$ cat config.mk
export PLATFORM = sky130hd
export DESIGN_NAME = cps_power_seq
export DESIGN_NICKNAME = d
export VERILOG_FILES = /design/src/cps_pkg.sv /design/src/cps_power_seq.sv
export SDC_FILE = /design/constraint.sdc
export NUM_CORES = 1
export LEC_CHECK = 0
export ABC_AREA = 0
export BUFFER_PORTS_ARGS = -buffer_cell sky130_fd_sc_hd__buf_4
export CAP_MARGIN = 15
export CORE_UTILIZATION = 56
export DETAILED_ROUTE_END_ITERATION = 6
export HOLD_SLACK_MARGIN = 0.05
export MAX_ROUTING_LAYER = met4
export PLACE_DENSITY = 0.73
export SLEW_MARGIN = 20
export SYNTH_ARGS = -nofsm -noshare
export SYNTH_HDL_FRONTEND = slang
export SYNTH_SLANG_ARGS = --single-unit
$ cat constraint.sdc
create_clock -name clock -period 2.2 [get_ports clock]
set_input_delay 0.11 -clock clock [delete_from_list [all_inputs] [get_ports clock]]
set_output_delay 0.11 -clock clock [all_outputs]
set_load 0.01 [all_outputs]
$ cat src/cps_pkg.sv
// Constants, types and register layout for the codec power sequencer
package cps_pkg;

	localparam int CLK_MHZ           = 200;
	localparam int CP_POWERUP_NS     = 1300000;
	localparam int CP_POWERUP_CYC    = (CP_POWERUP_NS * CLK_MHZ + 999) / 1000;
	localparam int CLK_LOSS_NS       = 100000;
	localparam int CLK_LOSS_CYC      = (CLK_LOSS_NS * CLK_MHZ) / 1000;
	localparam int REF_SETTLE_FRAMES = 2048;
	localparam int ADC_INIT_FRAMES   = 2640;
	localparam int DAC_INIT_FRAMES   = 6 * 8 * 2;
	localparam int MASTER_PER_FRAME  = 256;

	localparam logic [2:0] ADDR_POWER     = 3'h0;
	localparam logic [2:0] ADDR_ADC_INPUT = 3'h1;
	localparam logic [2:0] ADDR_ADC_CLOCK = 3'h2;
	localparam logic [2:0] ADDR_DAC_CLOCK = 3'h3;
	localparam logic [2:0] ADDR_STATUS    = 3'h4;

	localparam logic [7:0] MASK_POWER     = 8'h03;
	localparam logic [7:0] MASK_ADC_INPUT = 8'h03;
	localparam logic [7:0] MASK_ADC_CLOCK = 8'h16;
	localparam logic [7:0] MASK_DAC_CLOCK = 8'h7F;
	localparam logic [7:0] RST_POWER      = 8'h00;
	localparam logic [7:0] RST_ADC_INPUT  = 8'h00;
	localparam logic [7:0] RST_ADC_CLOCK  = 8'h00;
	localparam logic [7:0] RST_DAC_CLOCK  = 8'h04;

	localparam int BIT_ADC_POWER = 0;
	localparam int BIT_DAC_POWER = 1;
	localparam int BIT_MUTE      = 0;
	localparam int SPEED_LSB     = 4;

	localparam logic [1:0] SPEED_NORMAL = 2'h0;
	localparam logic [1:0] SPEED_QUAD   = 2'h2;

	localparam int          GAIN_W      = 13;
	localparam logic [12:0] GAIN_UNITY  = 13'h1000;
	localparam logic [12:0] STEP_NORMAL = 13'h0004;

	typedef struct packed {
		logic adcMasterClk;
		logic adcFrameClk;
		logic adcBitClk;
		logic dacMasterClk;
		logic dacFrameClk;
		logic dacBitClk;
	} cps_clkpins_s;

	typedef enum logic [1:0] {ADC_OFF, ADC_WAIT, ADC_INIT, ADC_RUN} cps_adc_state_e;
	typedef enum logic [1:0] {DAC_OFF, DAC_WAIT, DAC_INIT, DAC_RUN} cps_dac_state_e;

endpackage

$ cat src/cps_power_seq.sv
// Power-down, start-up sequencing, charge pump control and DAC soft mute
// Function
// Mute set: ramp to full mute, 1024 frames
// Mute cleared: ramp back to unity, 1024 frames
// Early unmute returns over cycles spent
// Ramp 2048 double speed, 4096 quad speed
// Pump on: ADC pin, bit, clocks active
// Pump on: DAC pin, bit, clocks active
// Pin control mode ignores register settings
// Converters start only after pump ready
// ADC pin low resets ADC logic, registers
// DAC pin low resets DAC logic, register
// Both pins low: everything reset, off
// After pin release blocks stay off
// Powered down: ADC data low, DAC 0V
// ADC master mode starts on master clock
// ADC slave mode starts on frame edge
// DAC starts on frame rising edge
// ADC data valid after 2640 frames
// DAC held at 0V during init interval
// Power bit clear: half off, registers kept
// Host holds pins low 150 ns at power-up
// Reference settles 2048 frames after pump
// Pump off only when both halves disabled
// Gain moves one equal step per frame
//
// Our own choices: the address-and-strobe port and the placing of the registers.
`timescale 1ns/1ps
`default_nettype none

module cps_power_seq #(
	parameter int CP_POWERUP_CYC = cps_pkg::CP_POWERUP_CYC,
	parameter int CLK_LOSS_CYC   = cps_pkg::CLK_LOSS_CYC
) (
	input  wire logic                 clock,
	input  wire logic                 srst,
	input  wire logic [2:0]           addr,
	input  wire logic [7:0]           wrData,
	input  wire logic                 wrStb,
	input  wire logic                 rdStb,
	output logic      [7:0]           rdData,
	input  wire logic                 adcPowerdownN,
	input  wire logic                 dacPowerdownN,
	input  wire logic                 adcMasterMode,
	input  wire logic                 pinControlMode,
	input  wire cps_pkg::cps_clkpins_s clkPins,
	output logic                      chargePumpOn,
	output logic                      refSettled,
	output logic                      adcRunning,
	output logic                      adcDataValid,
	output logic                      dacRunning,
	output logic                      dacOutputEnable,
	output logic      [12:0]          dacGain
);

	localparam int CP_W   = $clog2(CP_POWERUP_CYC + 1);
	localparam int LOSS_W = $clog2(CLK_LOSS_CYC + 1);

	if (CP_POWERUP_CYC < 1 || CLK_LOSS_CYC < 2) begin : badParams
		$error("cps_power_seq: counts must be positive");
	end

	// Saturating gain step per frame: 4 normal, 2 double, 1 quad
	function automatic logic [12:0] rampStep(input logic [1:0] speed);
		return cps_pkg::STEP_NORMAL >> speed;
	endfunction

	// Pin synchronisers; third stage only feeds edge detection
	logic [9:0] sync1_ff;
	logic [9:0] sync2_ff;
	logic [9:0] sync3_ff;
	logic [9:0] pinsRaw;
	assign pinsRaw = {adcPowerdownN, dacPowerdownN, adcMasterMode, pinControlMode, clkPins};

	always_ff @(posedge clock) begin
		if (srst) begin
			sync1_ff <= 10'h000;
			sync2_ff <= 10'h000;
			sync3_ff <= 10'h000;
		end else begin
			sync1_ff <= pinsRaw;
			sync2_ff <= sync1_ff;
			sync3_ff <= sync2_ff;
		end
	end

	logic adcPdn;
	logic dacPdn;
	logic masterMode;
	logic hwMode;
	logic [5:0] clkRise;
	logic [5:0] clkToggle;
	assign adcPdn     = sync2_ff[9];
	assign dacPdn     = sync2_ff[8];
	assign masterMode = sync2_ff[7];
	assign hwMode     = sync2_ff[6];
	assign clkRise    = sync2_ff[5:0] & ~sync3_ff[5:0];
	assign clkToggle  = sync2_ff[5:0] ^ sync3_ff[5:0];

	// Clock presence: a clock that has not toggled for the loss window is absent
	logic [LOSS_W-1:0] lossCnt_ff [6];
	logic [5:0]        clkActive;

	always_ff @(posedge clock) begin
		for (int i = 0; i < 6; i++) begin
			if (srst || clkToggle[i]) begin
				lossCnt_ff[i] <= '0;
			end else if (lossCnt_ff[i] != LOSS_W'(CLK_LOSS_CYC)) begin
				lossCnt_ff[i] <= lossCnt_ff[i] + 1'b1;
			end
		end
	end

	always_comb begin
		for (int i = 0; i < 6; i++) begin
			clkActive[i] = lossCnt_ff[i] != LOSS_W'(CLK_LOSS_CYC);
		end
	end

	// Bit order of clkPins: 5 adc master, 4 adc frame, 3 adc bit, 2 dac master, 1 dac frame
	logic adcClocksOk;
	logic dacClocksOk;
	assign adcClocksOk = masterMode ? clkActive[5] : &clkActive[5:3];
	assign dacClocksOk = &clkActive[2:0];

	// Register file
	logic [7:0] powerReg_ff;
	logic [7:0] adcInputReg_ff;
	logic [7:0] adcClockReg_ff;
	logic [7:0] dacClockReg_ff;
	logic       wrPower;
	logic       wrAdcInput;
	logic       wrAdcClock;
	logic       wrDacClock;
	assign wrPower    = wrStb && addr == cps_pkg::ADDR_POWER;
	assign wrAdcInput = wrStb && addr == cps_pkg::ADDR_ADC_INPUT;
	assign wrAdcClock = wrStb && addr == cps_pkg::ADDR_ADC_CLOCK;
	assign wrDacClock = wrStb && addr == cps_pkg::ADDR_DAC_CLOCK;

	always_ff @(posedge clock) begin
		if (srst || !adcPdn) begin
			adcInputReg_ff <= cps_pkg::RST_ADC_INPUT;
			adcClockReg_ff <= cps_pkg::RST_ADC_CLOCK;
		end else begin
			if (wrAdcInput) begin
				adcInputReg_ff <= wrData & cps_pkg::MASK_ADC_INPUT;
			end
			if (wrAdcClock) begin
				adcClockReg_ff <= wrData & cps_pkg::MASK_ADC_CLOCK;
			end
		end
	end

	always_ff @(posedge clock) begin
		if (srst || !dacPdn) begin
			dacClockReg_ff <= cps_pkg::RST_DAC_CLOCK;
		end else if (wrDacClock) begin
			dacClockReg_ff <= wrData & cps_pkg::MASK_DAC_CLOCK;
		end
	end

	// Each power bit is cleared by its own pin, so one half can reset alone
	always_ff @(posedge clock) begin
		if (srst) begin
			powerReg_ff <= cps_pkg::RST_POWER;
		end else begin
			if (wrPower) begin
				powerReg_ff <= wrData & cps_pkg::MASK_POWER;
			end
			if (!adcPdn) begin
				powerReg_ff[cps_pkg::BIT_ADC_POWER] <= 1'b0;
			end
			if (!dacPdn) begin
				powerReg_ff[cps_pkg::BIT_DAC_POWER] <= 1'b0;
			end
		end
	end

	// Pin control mode forces power on and register defaults for mute and speed
	logic       adcPowerBit;
	logic       dacPowerBit;
	logic       muteCtl;
	logic [1:0] speed;
	assign adcPowerBit = hwMode || powerReg_ff[cps_pkg::BIT_ADC_POWER];
	assign dacPowerBit = hwMode || powerReg_ff[cps_pkg::BIT_DAC_POWER];
	assign muteCtl     = !hwMode && dacClockReg_ff[cps_pkg::BIT_MUTE];
	assign speed       = hwMode ? cps_pkg::SPEED_NORMAL
	                   : (dacClockReg_ff[cps_pkg::SPEED_LSB +: 2] > cps_pkg::SPEED_QUAD
	                      ? cps_pkg::SPEED_QUAD : dacClockReg_ff[cps_pkg::SPEED_LSB +: 2]);

	logic adcEnable;
	logic dacEnable;
	logic cpRequest;
	assign adcEnable = adcPdn && adcPowerBit && adcClocksOk;
	assign dacEnable = dacPdn && dacPowerBit && dacClocksOk;
	assign cpRequest = adcEnable || dacEnable;

	// Charge pump power-up timer
	logic [CP_W-1:0] cpCnt_ff;
	logic            cpOn_ff;
	logic            cpReady_ff;

	always_ff @(posedge clock) begin
		if (srst || !cpRequest) begin
			cpOn_ff    <= 1'b0;
			cpReady_ff <= 1'b0;
			cpCnt_ff   <= '0;
		end else begin
			cpOn_ff <= 1'b1;
			if (cpCnt_ff == CP_W'(CP_POWERUP_CYC - 1)) begin
				cpReady_ff <= 1'b1;
			end else begin
				cpCnt_ff <= cpCnt_ff + 1'b1;
			end
		end
	end

	// Master mode: the ADC frame rate is derived from its master clock
	logic [7:0] masterDiv_ff;
	logic       adcFrameTick;
	assign adcFrameTick = masterMode
	                    ? (clkRise[5] && masterDiv_ff == 8'(cps_pkg::MASTER_PER_FRAME - 1))
	                    : clkRise[4];

	always_ff @(posedge clock) begin
		if (srst || !adcPdn) begin
			masterDiv_ff <= 8'h00;
		end else if (clkRise[5]) begin
			masterDiv_ff <= masterDiv_ff + 8'h01;
		end
	end

	// Reference settling, counted on whichever half supplies frames
	logic [11:0] refCnt_ff;
	logic        refSettled_ff;

	always_ff @(posedge clock) begin
		if (srst || !cpReady_ff) begin
			refCnt_ff     <= 12'h000;
			refSettled_ff <= 1'b0;
		end else if ((adcFrameTick || clkRise[1]) && !refSettled_ff) begin
			refCnt_ff     <= refCnt_ff + 12'h001;
			refSettled_ff <= refCnt_ff == 12'(cps_pkg::REF_SETTLE_FRAMES - 1);
		end
	end

	// ADC sequence
	cps_pkg::cps_adc_state_e adcState_ff;
	logic [11:0]             adcInitCnt_ff;
	logic                    adcValid_ff;
	logic                    adcStart;
	assign adcStart = masterMode ? clkRise[5] : clkRise[4];

	always_ff @(posedge clock) begin
		if (srst || !adcEnable) begin
			adcState_ff   <= cps_pkg::ADC_OFF;
			adcInitCnt_ff <= 12'h000;
			adcValid_ff   <= 1'b0;
		end else begin
			case (adcState_ff)
				cps_pkg::ADC_OFF: begin
					if (cpReady_ff) begin
						adcState_ff <= cps_pkg::ADC_WAIT;
					end
				end
				cps_pkg::ADC_WAIT: begin
					if (adcStart) begin
						adcState_ff   <= cps_pkg::ADC_INIT;
						adcInitCnt_ff <= 12'h000;
					end
				end
				cps_pkg::ADC_INIT: begin
					if (adcFrameTick) begin
						adcInitCnt_ff <= adcInitCnt_ff + 12'h001;
						if (adcInitCnt_ff == 12'(cps_pkg::ADC_INIT_FRAMES - 1)) begin
							adcState_ff <= cps_pkg::ADC_RUN;
							adcValid_ff <= 1'b1;
						end
					end
				end
				cps_pkg::ADC_RUN: begin
					adcValid_ff <= 1'b1;
				end
				default: begin
					adcState_ff <= cps_pkg::ADC_OFF;
				end
			endcase
		end
	end

	// DAC sequence; init length scales with speed
	cps_pkg::cps_dac_state_e dacState_ff;
	logic [8:0]              dacInitCnt_ff;
	logic                    dacOut_ff;
	logic [8:0]              dacInitLast;
	assign dacInitLast = 9'((cps_pkg::DAC_INIT_FRAMES << speed) - 1);

	always_ff @(posedge clock) begin
		if (srst || !dacEnable) begin
			dacState_ff   <= cps_pkg::DAC_OFF;
			dacInitCnt_ff <= 9'h000;
			dacOut_ff     <= 1'b0;
		end else begin
			case (dacState_ff)
				cps_pkg::DAC_OFF: begin
					if (cpReady_ff) begin
						dacState_ff <= cps_pkg::DAC_WAIT;
					end
				end
				cps_pkg::DAC_WAIT: begin
					if (clkRise[1]) begin
						dacState_ff   <= cps_pkg::DAC_INIT;
						dacInitCnt_ff <= 9'h000;
					end
				end
				cps_pkg::DAC_INIT: begin
					if (clkRise[1]) begin
						dacInitCnt_ff <= dacInitCnt_ff + 9'h001;
						if (dacInitCnt_ff >= dacInitLast) begin
							dacState_ff <= cps_pkg::DAC_RUN;
							dacOut_ff   <= 1'b1;
						end
					end
				end
				cps_pkg::DAC_RUN: begin
					dacOut_ff <= 1'b1;
				end
				default: begin
					dacState_ff <= cps_pkg::DAC_OFF;
				end
			endcase
		end
	end

	// Soft mute ramp: the gain itself is the ramp position, so an early
	// unmute simply walks back from wherever the down-ramp stopped
	logic [12:0] gain_ff;
	logic [12:0] step;
	assign step = rampStep(speed);

	always_ff @(posedge clock) begin
		if (srst || !dacPdn) begin
			gain_ff <= cps_pkg::GAIN_UNITY;
		end else if (clkRise[1]) begin
			if (muteCtl) begin
				gain_ff <= (gain_ff > step) ? gain_ff - step : 13'h0000;
			end else if (gain_ff != cps_pkg::GAIN_UNITY) begin
				gain_ff <= (cps_pkg::GAIN_UNITY - gain_ff > step)
				         ? gain_ff + step : cps_pkg::GAIN_UNITY;
			end
		end
	end

	// Read port; data stand only in the cycle after the strobe
	logic [7:0] rdData_ff;
	logic [7:0] statusWord;
	logic [7:0] rdMux;
	assign statusWord = {gain_ff == 13'h0000, dacOut_ff, dacState_ff == cps_pkg::DAC_RUN
	                     || dacState_ff == cps_pkg::DAC_INIT, adcValid_ff,
	                     adcState_ff == cps_pkg::ADC_RUN || adcState_ff == cps_pkg::ADC_INIT,
	                     refSettled_ff, cpReady_ff, cpOn_ff};

	always_comb begin
		case (addr)
			cps_pkg::ADDR_POWER:     rdMux = powerReg_ff;
			cps_pkg::ADDR_ADC_INPUT: rdMux = adcInputReg_ff;
			cps_pkg::ADDR_ADC_CLOCK: rdMux = adcClockReg_ff;
			cps_pkg::ADDR_DAC_CLOCK: rdMux = dacClockReg_ff;
			cps_pkg::ADDR_STATUS:    rdMux = statusWord;
			default:                 rdMux = 8'h00;
		endcase
	end

	always_ff @(posedge clock) begin
		if (srst) begin
			rdData_ff <= 8'h00;
		end else begin
			rdData_ff <= rdStb ? rdMux : 8'h00;
		end
	end

	// Converter outputs only go live when their own flags are up
	logic adcRun_ff;
	logic dacRun_ff;
	logic [12:0] gainOut_ff;

	always_ff @(posedge clock) begin
		if (srst) begin
			adcRun_ff  <= 1'b0;
			dacRun_ff  <= 1'b0;
			gainOut_ff <= cps_pkg::GAIN_UNITY;
		end else begin
			adcRun_ff  <= adcState_ff == cps_pkg::ADC_INIT || adcState_ff == cps_pkg::ADC_RUN;
			dacRun_ff  <= dacState_ff == cps_pkg::DAC_INIT || dacState_ff == cps_pkg::DAC_RUN;
			gainOut_ff <= gain_ff;
		end
	end

	assign rdData          = rdData_ff;
	assign chargePumpOn    = cpOn_ff;
	assign refSettled      = refSettled_ff;
	assign adcRunning      = adcRun_ff;
	assign adcDataValid    = adcValid_ff;
	assign dacRunning      = dacRun_ff;
	assign dacOutputEnable = dacOut_ff;
	assign dacGain         = gainOut_ff;
endmodule

`default_nettype wire

==> metrics.md, run 1 <==
| Metric | Value |
|---|---|
| Run status | `complete, but fails checks` |
| Failing checks | `negative setup slack` |
| Path type of the worst min-delay path | `primary input to flip-flop` |
| Post-detailed-placement cell area | `13000 µm²` |
| Clock Root Buffer | `sky130_fd_sc_hd__clkbuf_16` |
| Cell count after placement | `1617` |
| Multiplexer fraction of the synthesized cell area | `about 1.5%` |
| Max stage delay on crit path | `0.53 ns` |
| Category of the worst setup path launch point | `flip-flop` |
| Global-route met3 utilization | `under 10%` |
| Share of total power in the clock network | `48.2%` |
| Number of flip-flops and latches in the synthesized netlist | `234` |
| Die Area | `21500 µm²` |
| Die Ht | `147 µm` |
| Post-route cell area | `14600 µm²` |
| Static leakage | `0.00559 µW` |
| Final Instance Count excl. Fillers | `~1.7k` |
| Final worst-path cycle share | `104%` |
| Max IR drop VDD | `0.000708 V` |
| Total buffers and inverters traversed by the critical path | `1` |
| Most common library cell in the layout ignoring fill and taps | `sky130_fd_sc_hd__nor2_1` |
| Cell Int Power | `roughly 7500 µW` |
| Layer with the highest usage | `met2` |
| Slew of the pin with the lowest slew margin | `0.596 ns` |
| Count of unique library cells instantiated by Yosys | `68` |
| Wire length of the first global-routing pass | `about 42000 µm` |
| Total via count after detailed routing | `9497` |
| Data arrival time at the worst-slack endpoint | `2.67 ns` |
| Total core area | `between 20000 and 25000 µm²` |
| Setup repair after global routing missed its margin | `yes` |
| Proportion of synthesized chip area in sequential cells | `a little under half` |
| Share of total power in combinational logic | `about 3.7%` |
| Setup-failing EPs final | `8` |
| Initial antenna violation count | `0` |
| Largest family of logic cells by synthesized area | `simple AND/OR/NAND/NOR gates` |
| Final-report hold violation count | `0` |
| Area of the multi-input gates | `between 6000 and 7000 µm²` |
| Routability cong. | `0.915` |
| Drt initial violations | `608` |
| Cell count after synthesis | `1246` |
| F_max | `438 MHz` |
| Largest fanout on the critical path | `5` |
| Switching portion of total power | `20.8%` |
| GRT overflow | `0` |
| Number of H-tree levels | `1` |
| Buffer levels on the longest clock path | `3` |
| Number of top-level pins | `52` |
| Final min period | `about 2.3 ns` |
| Area share of xor/xnor cells in the synthesized design | `9.74%` |
| Count of pins over their slew limit | `0` |
| Number of max-cap violations | `0` |
| Vias/cell | `~5.6` |
| Clock Skews | `0.00760 ns` |
| Layout Nets | `1489` |
| Required time of the worst setup path | `2.59 ns` |
| TritonCTS Buffers | `26` |
| Basic-gate share of the synthesized area counting and, or, nand and nor cells | `25.4%` |
| Post-synthesis share of cell area spent on full adders, half adders and majority gates | `5.16%` |
| Reg power frac | `48.1%` |
| Clock tree from TritonCTS | `yes` |
| # DRC | `0` |
| Global routing met2 resource utilization | `42.0%` |
| Count of antenna diodes in the layout | `0` |
| Fraction of the mapped netlist area in compound gates | `7.43%` |
| Delay-heaviest family, CP | `simple AND/OR/NAND/NOR gates` |
| Fin Hold WS | `0.0922 ns` |
| Min setup slack post-route | `-0.0818 ns` |
| Most frequent cells in the layout | `sky130_fd_sc_hd__nor2_1, sky130_fd_sc_hd__buf_4, sky130_fd_sc_hd__dfxtp_1, sky130_fd_sc_hd__edfxtp_1, sky130_fd_sc_hd__nand2_1` |
| Async set or reset register ratio after synthesis | `0%` |
| Critical-path cell list | `or4_4 > or3_4 > or4_4 > nand4_1 > buf_4 > o311ai_1` |
| Number of enable-type register cells in the synthesized netlist | `90` |
| Primary FF master, synth | `sky130_fd_sc_hd__dfxtp_1` |
| Final routed wire length divided by cell count | `15.7 µm` |
| Number of iterations in the first detailed-routing pass | `5` |
| Setup Slack @ Placement | `-0.112 ns` |
| Worst max-slew margin expressed relative to the limit | `60.2%` |
| Layout filler cell count | `1461` |
| All-Layer GR Usage | `24.6%` |
| Sequential Area | `5590 µm²` |
| CTS clk-pin slew, worst paths | `0.06 ns` |
| Port bufs | `50` |
| Most numerous cell on the critical path | `sky130_fd_sc_hd__or4_4` |
| Synthesis-to-finish area growth | `25.0%` |
| Pin count of the biggest net entering global routing | `25` |
| Crit-path slowest cell | `sky130_fd_sc_hd__or4_4` |
| Switching component of the power | `about 2000 µW` |
| Number of global-route vias before repair | `between 8k and 9k` |
| Final routed wirelength across all metal layers | `26800 µm` |
| Fraction of layout cells with a size suffix above 1 | `19.1%` |
| Site row count | `between 50 and 60` |
| Critical setup path kind | `flip-flop to flip-flop` |
| Initial core utilization | `57.4%` |
| Kind of capture point of the worst setup path | `flip-flop` |
| Yosys warns | `0` |
| Total nets after synthesis | `between 1k and 1.5k` |
| Number of sinks handled by clock tree synthesis | `roughly 230` |
| Final antenna-violating net count | `0` |
| Post-synthesis instance area | `11700 µm²` |
| Mean cell area of the mapped netlist | `around 9.4 µm²` |
| Die Width | `147 µm` |
| Clock latency at the later pin of the worst-skew pair | `between 0.5 and 0.6 ns` |
| Met1 routing resource usage after global routing | `30.2%` |
| Post-detail-place hpwl | `18000 µm` |
| Power density over the cells | `649 nW/µm²` |
-- final cells by class --
type | count | share of cell area [%]
well taps | 270 | 2.31
clock buffers | 39 | 5.86
repair buffers | 183 | 10.4
clock inverters | 9 | 0.531
flip-flops and latches | 234 | 38.3
multi-input cells | 925 | 41.4
inverters | 47 | 1.21
-- worst min-delay path, delay by kind of cell --
kind                   cells  cell delay [ns]
buffers and inverters      1             0.17
muxes                      1             0.12
and+or+nand+nor            2             0.17
-- sequential cells by signal (all words and copies together) (netlist names), 7 cells and up --
signal,cells
dacInitCnt_ff,9
dacClockReg_ff,7
dacGain,13
sync2_ff,10
masterDiv_ff,8
rdData,8
refCnt_ff,12
lossCnt_ff,90
cpCnt_ff,18
sync1_ff,10
adcInitCnt_ff,12
gain_ff,13
-- path summary, 6_finish.rpt --
path	cells after the start	slack (ns)	startpoint	endpoint
worst max-delay path	6	-0.08	gain_ff[3]$_SDFFE_PP0P_	gain_ff[6]$_SDFFE_PP0P_
worst min-delay path	4	0.09	addr[0]	powerReg_ff[0]$_SDFFE_PP0P_
worst max register to register	6	-0.08	gain_ff[3]$_SDFFE_PP0P_	gain_ff[6]$_SDFFE_PP0P_
worst min register to register	1	0.44	sync1_ff[9]$_SDFF_PP0_	sync2_ff[9]$_SDFF_PP0_
-- synth_stat cells, types with 3 or more instances --
cell type	number	share of area [%]
sky130_fd_sc_hd__nand2b_1	11	0.59
sky130_fd_sc_hd__mux2i_1	15	1.3
sky130_fd_sc_hd__a22oi_1	8	0.51
sky130_fd_sc_hd__and3_1	34	1.8
sky130_fd_sc_hd__inv_1	47	1.5
sky130_fd_sc_hd__o21bai_1	3	0.19
sky130_fd_sc_hd__nand4b_1	6	0.45
sky130_fd_sc_hd__o32ai_1	3	0.22
sky130_fd_sc_hd__nor4bb_1	4	0.34
sky130_fd_sc_hd__nor4b_1	6	0.45
sky130_fd_sc_hd__o21a_1	4	0.26
sky130_fd_sc_hd__o211ai_1	8	0.51
sky130_fd_sc_hd__or3_1	18	0.96
sky130_fd_sc_hd__nand3_1	52	2.2
sky130_fd_sc_hd__a31oi_1	4	0.21
sky130_fd_sc_hd__a32oi_1	4	0.30
sky130_fd_sc_hd__nand2_1	86	2.8
sky130_fd_sc_hd__a211oi_1	4	0.26
sky130_fd_sc_hd__nor3_1	30	1.3
sky130_fd_sc_hd__nor4_1	13	0.70
sky130_fd_sc_hd__nor3b_1	6	0.39
sky130_fd_sc_hd__edfxtp_1	90	23
sky130_fd_sc_hd__or4_1	5	0.32
sky130_fd_sc_hd__o21ai_0	28	1.2
sky130_fd_sc_hd__o22ai_1	5	0.27
sky130_fd_sc_hd__ha_1	45	4.8
sky130_fd_sc_hd__a21oi_1	38	1.6
sky130_fd_sc_hd__xnor2_1	57	4.3
sky130_fd_sc_hd__xor2_1	73	5.5
sky130_fd_sc_hd__nand4_1	38	2.0
sky130_fd_sc_hd__and2_1	5	0.27
sky130_fd_sc_hd__nand3b_1	8	0.51
sky130_fd_sc_hd__nor2_1	220	7.1
sky130_fd_sc_hd__dfxtp_1	144	25
sky130_fd_sc_hd__nor2b_1	45	2.4
sky130_fd_sc_hd__clkbuf_1	35	1.1
-- metal layers --
layer	vias to the layer above	share of wire (%)
li1	4714	-
met5	-	0
met4	0	2.7
met2	239	50
met3	63	4.8
met1	4481	42
-- logic make-up (layout without fill, tap and decap cells) --
kind of cell	count (synthesis)	in the layout
multiplexers	16	16
AND/OR/NAND/NOR	598	599
flip-flops	234	234
adder cells (fa/ha/maj)	47	47
XOR/XNOR	130	130
AO/OA/AOI/OAI	133	133
buffers and inverters	88	278
-- power by group through the flow --
stage	combinational (µW)	clock, µW	sequential, µW
6_report	350	4570	4560
3_5_place_dp	299	0	4650
2_1_floorplan	174	0	4650
5_1_grt	385	4820	4560
4_1_cts	338	4640	4560
3_3_place_gp	292	0	4650
-- metrics by stage --
stage	power (µW)	TNS, ns	utilization, %
6_report	9480	-0.296	71.8
3_5_place_dp	4950	-0.698	63.9
4_1_cts	9540	-0.0834	70.0
5_1_grt	9770	-4.56	71.8
2_1_floorplan	4820	0	-
3_3_place_gp	4940	-0.297	63.9
-- what timing repair did --
item,4_1_cts,5_1_grt
cloned,0,3
endpoints found under the setup margin,15,95
hold buffers,22,0
endpoints found under the hold margin,39,0
buffers inserted,4,13
gates resized for setup,19,47
pin swaps,6,28
(Power assumes the default switching activity.)
==> run 2: changes to the inputs <==
--- a/config.mk
+++ b/config.mk
@@ -8,11 +8,11 @@
 export ABC_AREA = 0
 export BUFFER_PORTS_ARGS = -buffer_cell sky130_fd_sc_hd__buf_4
 export CAP_MARGIN = 15
-export CORE_UTILIZATION = 56
+export CORE_UTILIZATION = 65
 export DETAILED_ROUTE_END_ITERATION = 6
 export HOLD_SLACK_MARGIN = 0.05
 export MAX_ROUTING_LAYER = met4
-export PLACE_DENSITY = 0.73
+export PLACE_DENSITY = 0.81
 export SLEW_MARGIN = 20
 export SYNTH_ARGS = -nofsm -noshare
 export SYNTH_HDL_FRONTEND = slang
==> constraint.sdc (replaced) <==
create_clock -name clock -period 3 [get_ports clock]
set_input_delay 0.15 -clock clock [delete_from_list [all_inputs] [get_ports clock]]
set_output_delay 0.15 -clock clock [all_outputs]
set_load 0.01 [all_outputs]
==> metrics.md, run 2 (synthesis results as in run 1) <==
| Metric | Value |
|---|---|
| Power density over the cells | `492 nW/µm² (-24%)` |
| Min setup slack post-route | `0.329 ns (+0.411 ns)` |
| Critical Path Start | `gain_ff[1]$_SDFFE_PP0P_` |
| CTS clk-pin slew, worst paths | `0.06 ns (about the same)` |
| Category of the worst setup path launch point | `flip-flop` |
| Most frequent cells in the layout | `sky130_fd_sc_hd__nor2_1, sky130_fd_sc_hd__dfxtp_1, sky130_fd_sc_hd__edfxtp_1, sky130_fd_sc_hd__nand2_1, sky130_fd_sc_hd__xor2_1` |
| Final routed wire length divided by cell count | `15.7 µm (about the same)` |
| Total via count after detailed routing | `9071 (-4.5%)` |
| Count of cells resized by post-cts repair | `0 (-19)` |
| Max IR drop VDD | `0.000433 V (-39%)` |
| Worst max-slew margin expressed relative to the limit | `43.6% (-17 points)` |
| # DRC | `0 (unchanged)` |
| Clock Skews | `0.0165 ns (+0.00890 ns)` |
| F_max | `374 MHz (-15%)` |
| Delay-heaviest family, CP | `simple AND/OR/NAND/NOR gates` |
| Largest fanout on the critical path | `10 (+5)` |
| Critical-path cell list | `inv_1 > ha_1 > xnor2_1 > ha_1 > nand2_1 > o22ai_1 > o211ai_1 > nand4b_1 > nand2_1 > o32ai_1` |
| Final antenna-violating net count | `0 (unchanged)` |
| Final min period | `2.67 ns (+0.389 ns)` |
| Die Ht | `136 µm (-7.1%)` |
| Final worst-path cycle share | `89.0% (-15 points)` |
| Number of top-level pins | `52 (unchanged)` |
| Most common library cell in the layout ignoring fill and taps | `sky130_fd_sc_hd__nor2_1` |
| Setup-failing EPs final | `0 (-8)` |
| Start point of the worst min-delay path | `addr[1]` |
| Wire length of the first global-routing pass | `40700 µm (-3.5%)` |
| Post-route cell area | `13300 µm² (-9.2%)` |
| Final routed wirelength across all metal layers | `24500 µm (-8.8%)` |
| Number of max-cap violations | `0 (unchanged)` |
| Run status | `completed` |
| Max stage delay on crit path | `0.46 ns (-0.07 ns)` |
| Reg with most FFs | `lossCnt_ff` |
| Crit-path slowest cell | `sky130_fd_sc_hd__dfxtp_1` |
| Fraction of layout cells with a size suffix above 1 | `8.48% (-11 points)` |
| Cell count after placement | `1492 (-7.7%)` |
| Clock Root Buffer | `sky130_fd_sc_hd__clkbuf_16` |
| Drt initial violations | `670 (+10%)` |
| Path type of the worst min-delay path | `primary input to flip-flop` |
| Pin count of the biggest net entering global routing | `29 (+16%)` |
| Total core area | `17400 µm² (-14%)` |
| Largest register FFs | `90 (unchanged)` |
| Post-detailed-placement cell area | `12300 µm² (-5.7%)` |
| Total buffers and inverters traversed by the critical path | `1 (unchanged)` |
| Setup TNS | `0 ns (+0.296 ns)` |
| GRT overflow | `0 (unchanged)` |
| Port bufs | `50 (unchanged)` |
| Critical setup path kind | `flip-flop to flip-flop` |
| Initial core utilization | `67.1% (+9.7 points)` |
| Routability cong. | `0.912 (-0.38%)` |
| Regs by FF count | `lossCnt_ff x90, cpCnt_ff x18` |
| Synthesis-to-finish area growth | `13.5%` |
| Slew of the pin with the lowest slew margin | `0.839 ns (+0.244 ns)` |
| Clock tree from TritonCTS | `yes` |
| Final-report hold violation count | `0 (unchanged)` |
| Static leakage | `0.00491 µW (-12%)` |
| Final Instance Count excl. Fillers | `1557 (-8.8%)` |
| Clock latency at the later pin of the worst-skew pair | `0.52 ns (about the same)` |
| Initial antenna violation count | `0 (unchanged)` |
| Post-detail-place hpwl | `16300 µm (-9.3%)` |
| Kind of capture point of the worst setup path | `flip-flop` |
| Die Area | `18500 µm² (-14%)` |
| Data arrival time at the worst-slack endpoint | `3.08 ns (+0.41 ns)` |
| Number of sinks handled by clock tree synthesis | `234 (unchanged)` |
| Count of pins over their slew limit | `0 (unchanged)` |
| Setup repair after global routing missed its margin | `no` |
| Total power consumption of the routed design | `6540 µW (-31%)` |
| Die Width | `136 µm (-7.1%)` |
| Number of H-tree levels | `1 (unchanged)` |
| Layout Nets | `1388 (-6.8%)` |
| Number of iterations in the first detailed-routing pass | `7 (+2)` |
| Required time of the worst setup path | `3.41 ns (+0.82 ns)` |
| Site row count | `48 (-7.7%)` |
| Critical R2R Launch | `gain_ff[1]$_SDFFE_PP0P_` |
| Number of global-route vias before repair | `8636 (-3.5%)` |
| TritonCTS Buffers | `24 (-7.7%)` |
| Count of antenna diodes in the layout | `0 (unchanged)` |
| Vias/cell | `5.83 (+4.7%)` |
| All-Layer GR Usage | `27.9% (+3.2 points)` |
| Buffer levels on the longest clock path | `3 (unchanged)` |
| Setup Slack @ Placement | `0.360 ns (+0.472 ns)` |
[run 2: cell type report]
| cell class | instances | area, µm² |
|---|---|---|
| clock inverter | 7 | 88.8 |
| multi-input combinational | 924 | 5750 |
| fill | 1211 | 4140 |
| timing repair buffer | 85 | 696 |
| clock buffer | 35 | 694 |
| inverter | 47 | 176 |
| tap | 225 | 282 |
| sequential | 234 | 5590 |
[run 2: per-layer routing]
layer / GRT usage [%] / share of wire (%) / up-vias
met5: - / 0 / -
met4: 9.38 / 2.7 / 0
met3: 3.50 / 4.4 / 67
met2: 46.0 / 48 / 200
met1: 35.3 / 45 / 4316
li1: - / - / 4488
[run 2: final timing paths]
kind                                                end  slack (ns)  depth (start not counted)
worst max-delay path            gain_ff[1]$_SDFFE_PP0P_        0.33                         10
worst min-delay path               rdData[7]$_SDFF_PP0_        0.08                          4
worst max register to register  gain_ff[1]$_SDFFE_PP0P_        0.33                         10
worst min register to register   sync2_ff[8]$_SDFF_PP0_        0.44                          1
[run 2: report_power, final]
part	internal (µW)	switching [µW]	total, µW	leakage, µW
sequential	3320	31.8	3350	0.00227
clock	1770	1200	2970	0.000385
combinational	96.1	121	217	0.00226
[run 2: worst min-delay path: cells and delay by family]
family                 cells  cell delay, ns
buffers and inverters      1            0.14
AND/OR/NAND/NOR            3            0.25
[run 2: per-stage QoR]
step | hold slack, ns | util [%]
after CTS | 0.0706 | 76.2
after detailed placement | 0.366 | 70.4
after floorplan | 0.274 | -
after global placement | 0.360 | 70.4
final | 0.0848 | 76.2
after global routing | 0.108 | 76.2
[run 2: repair_timing]
item	4_1_cts	5_1_grt
hold endpoints to repair	39	0
setup buffers	0	0
hold buffers	23	0
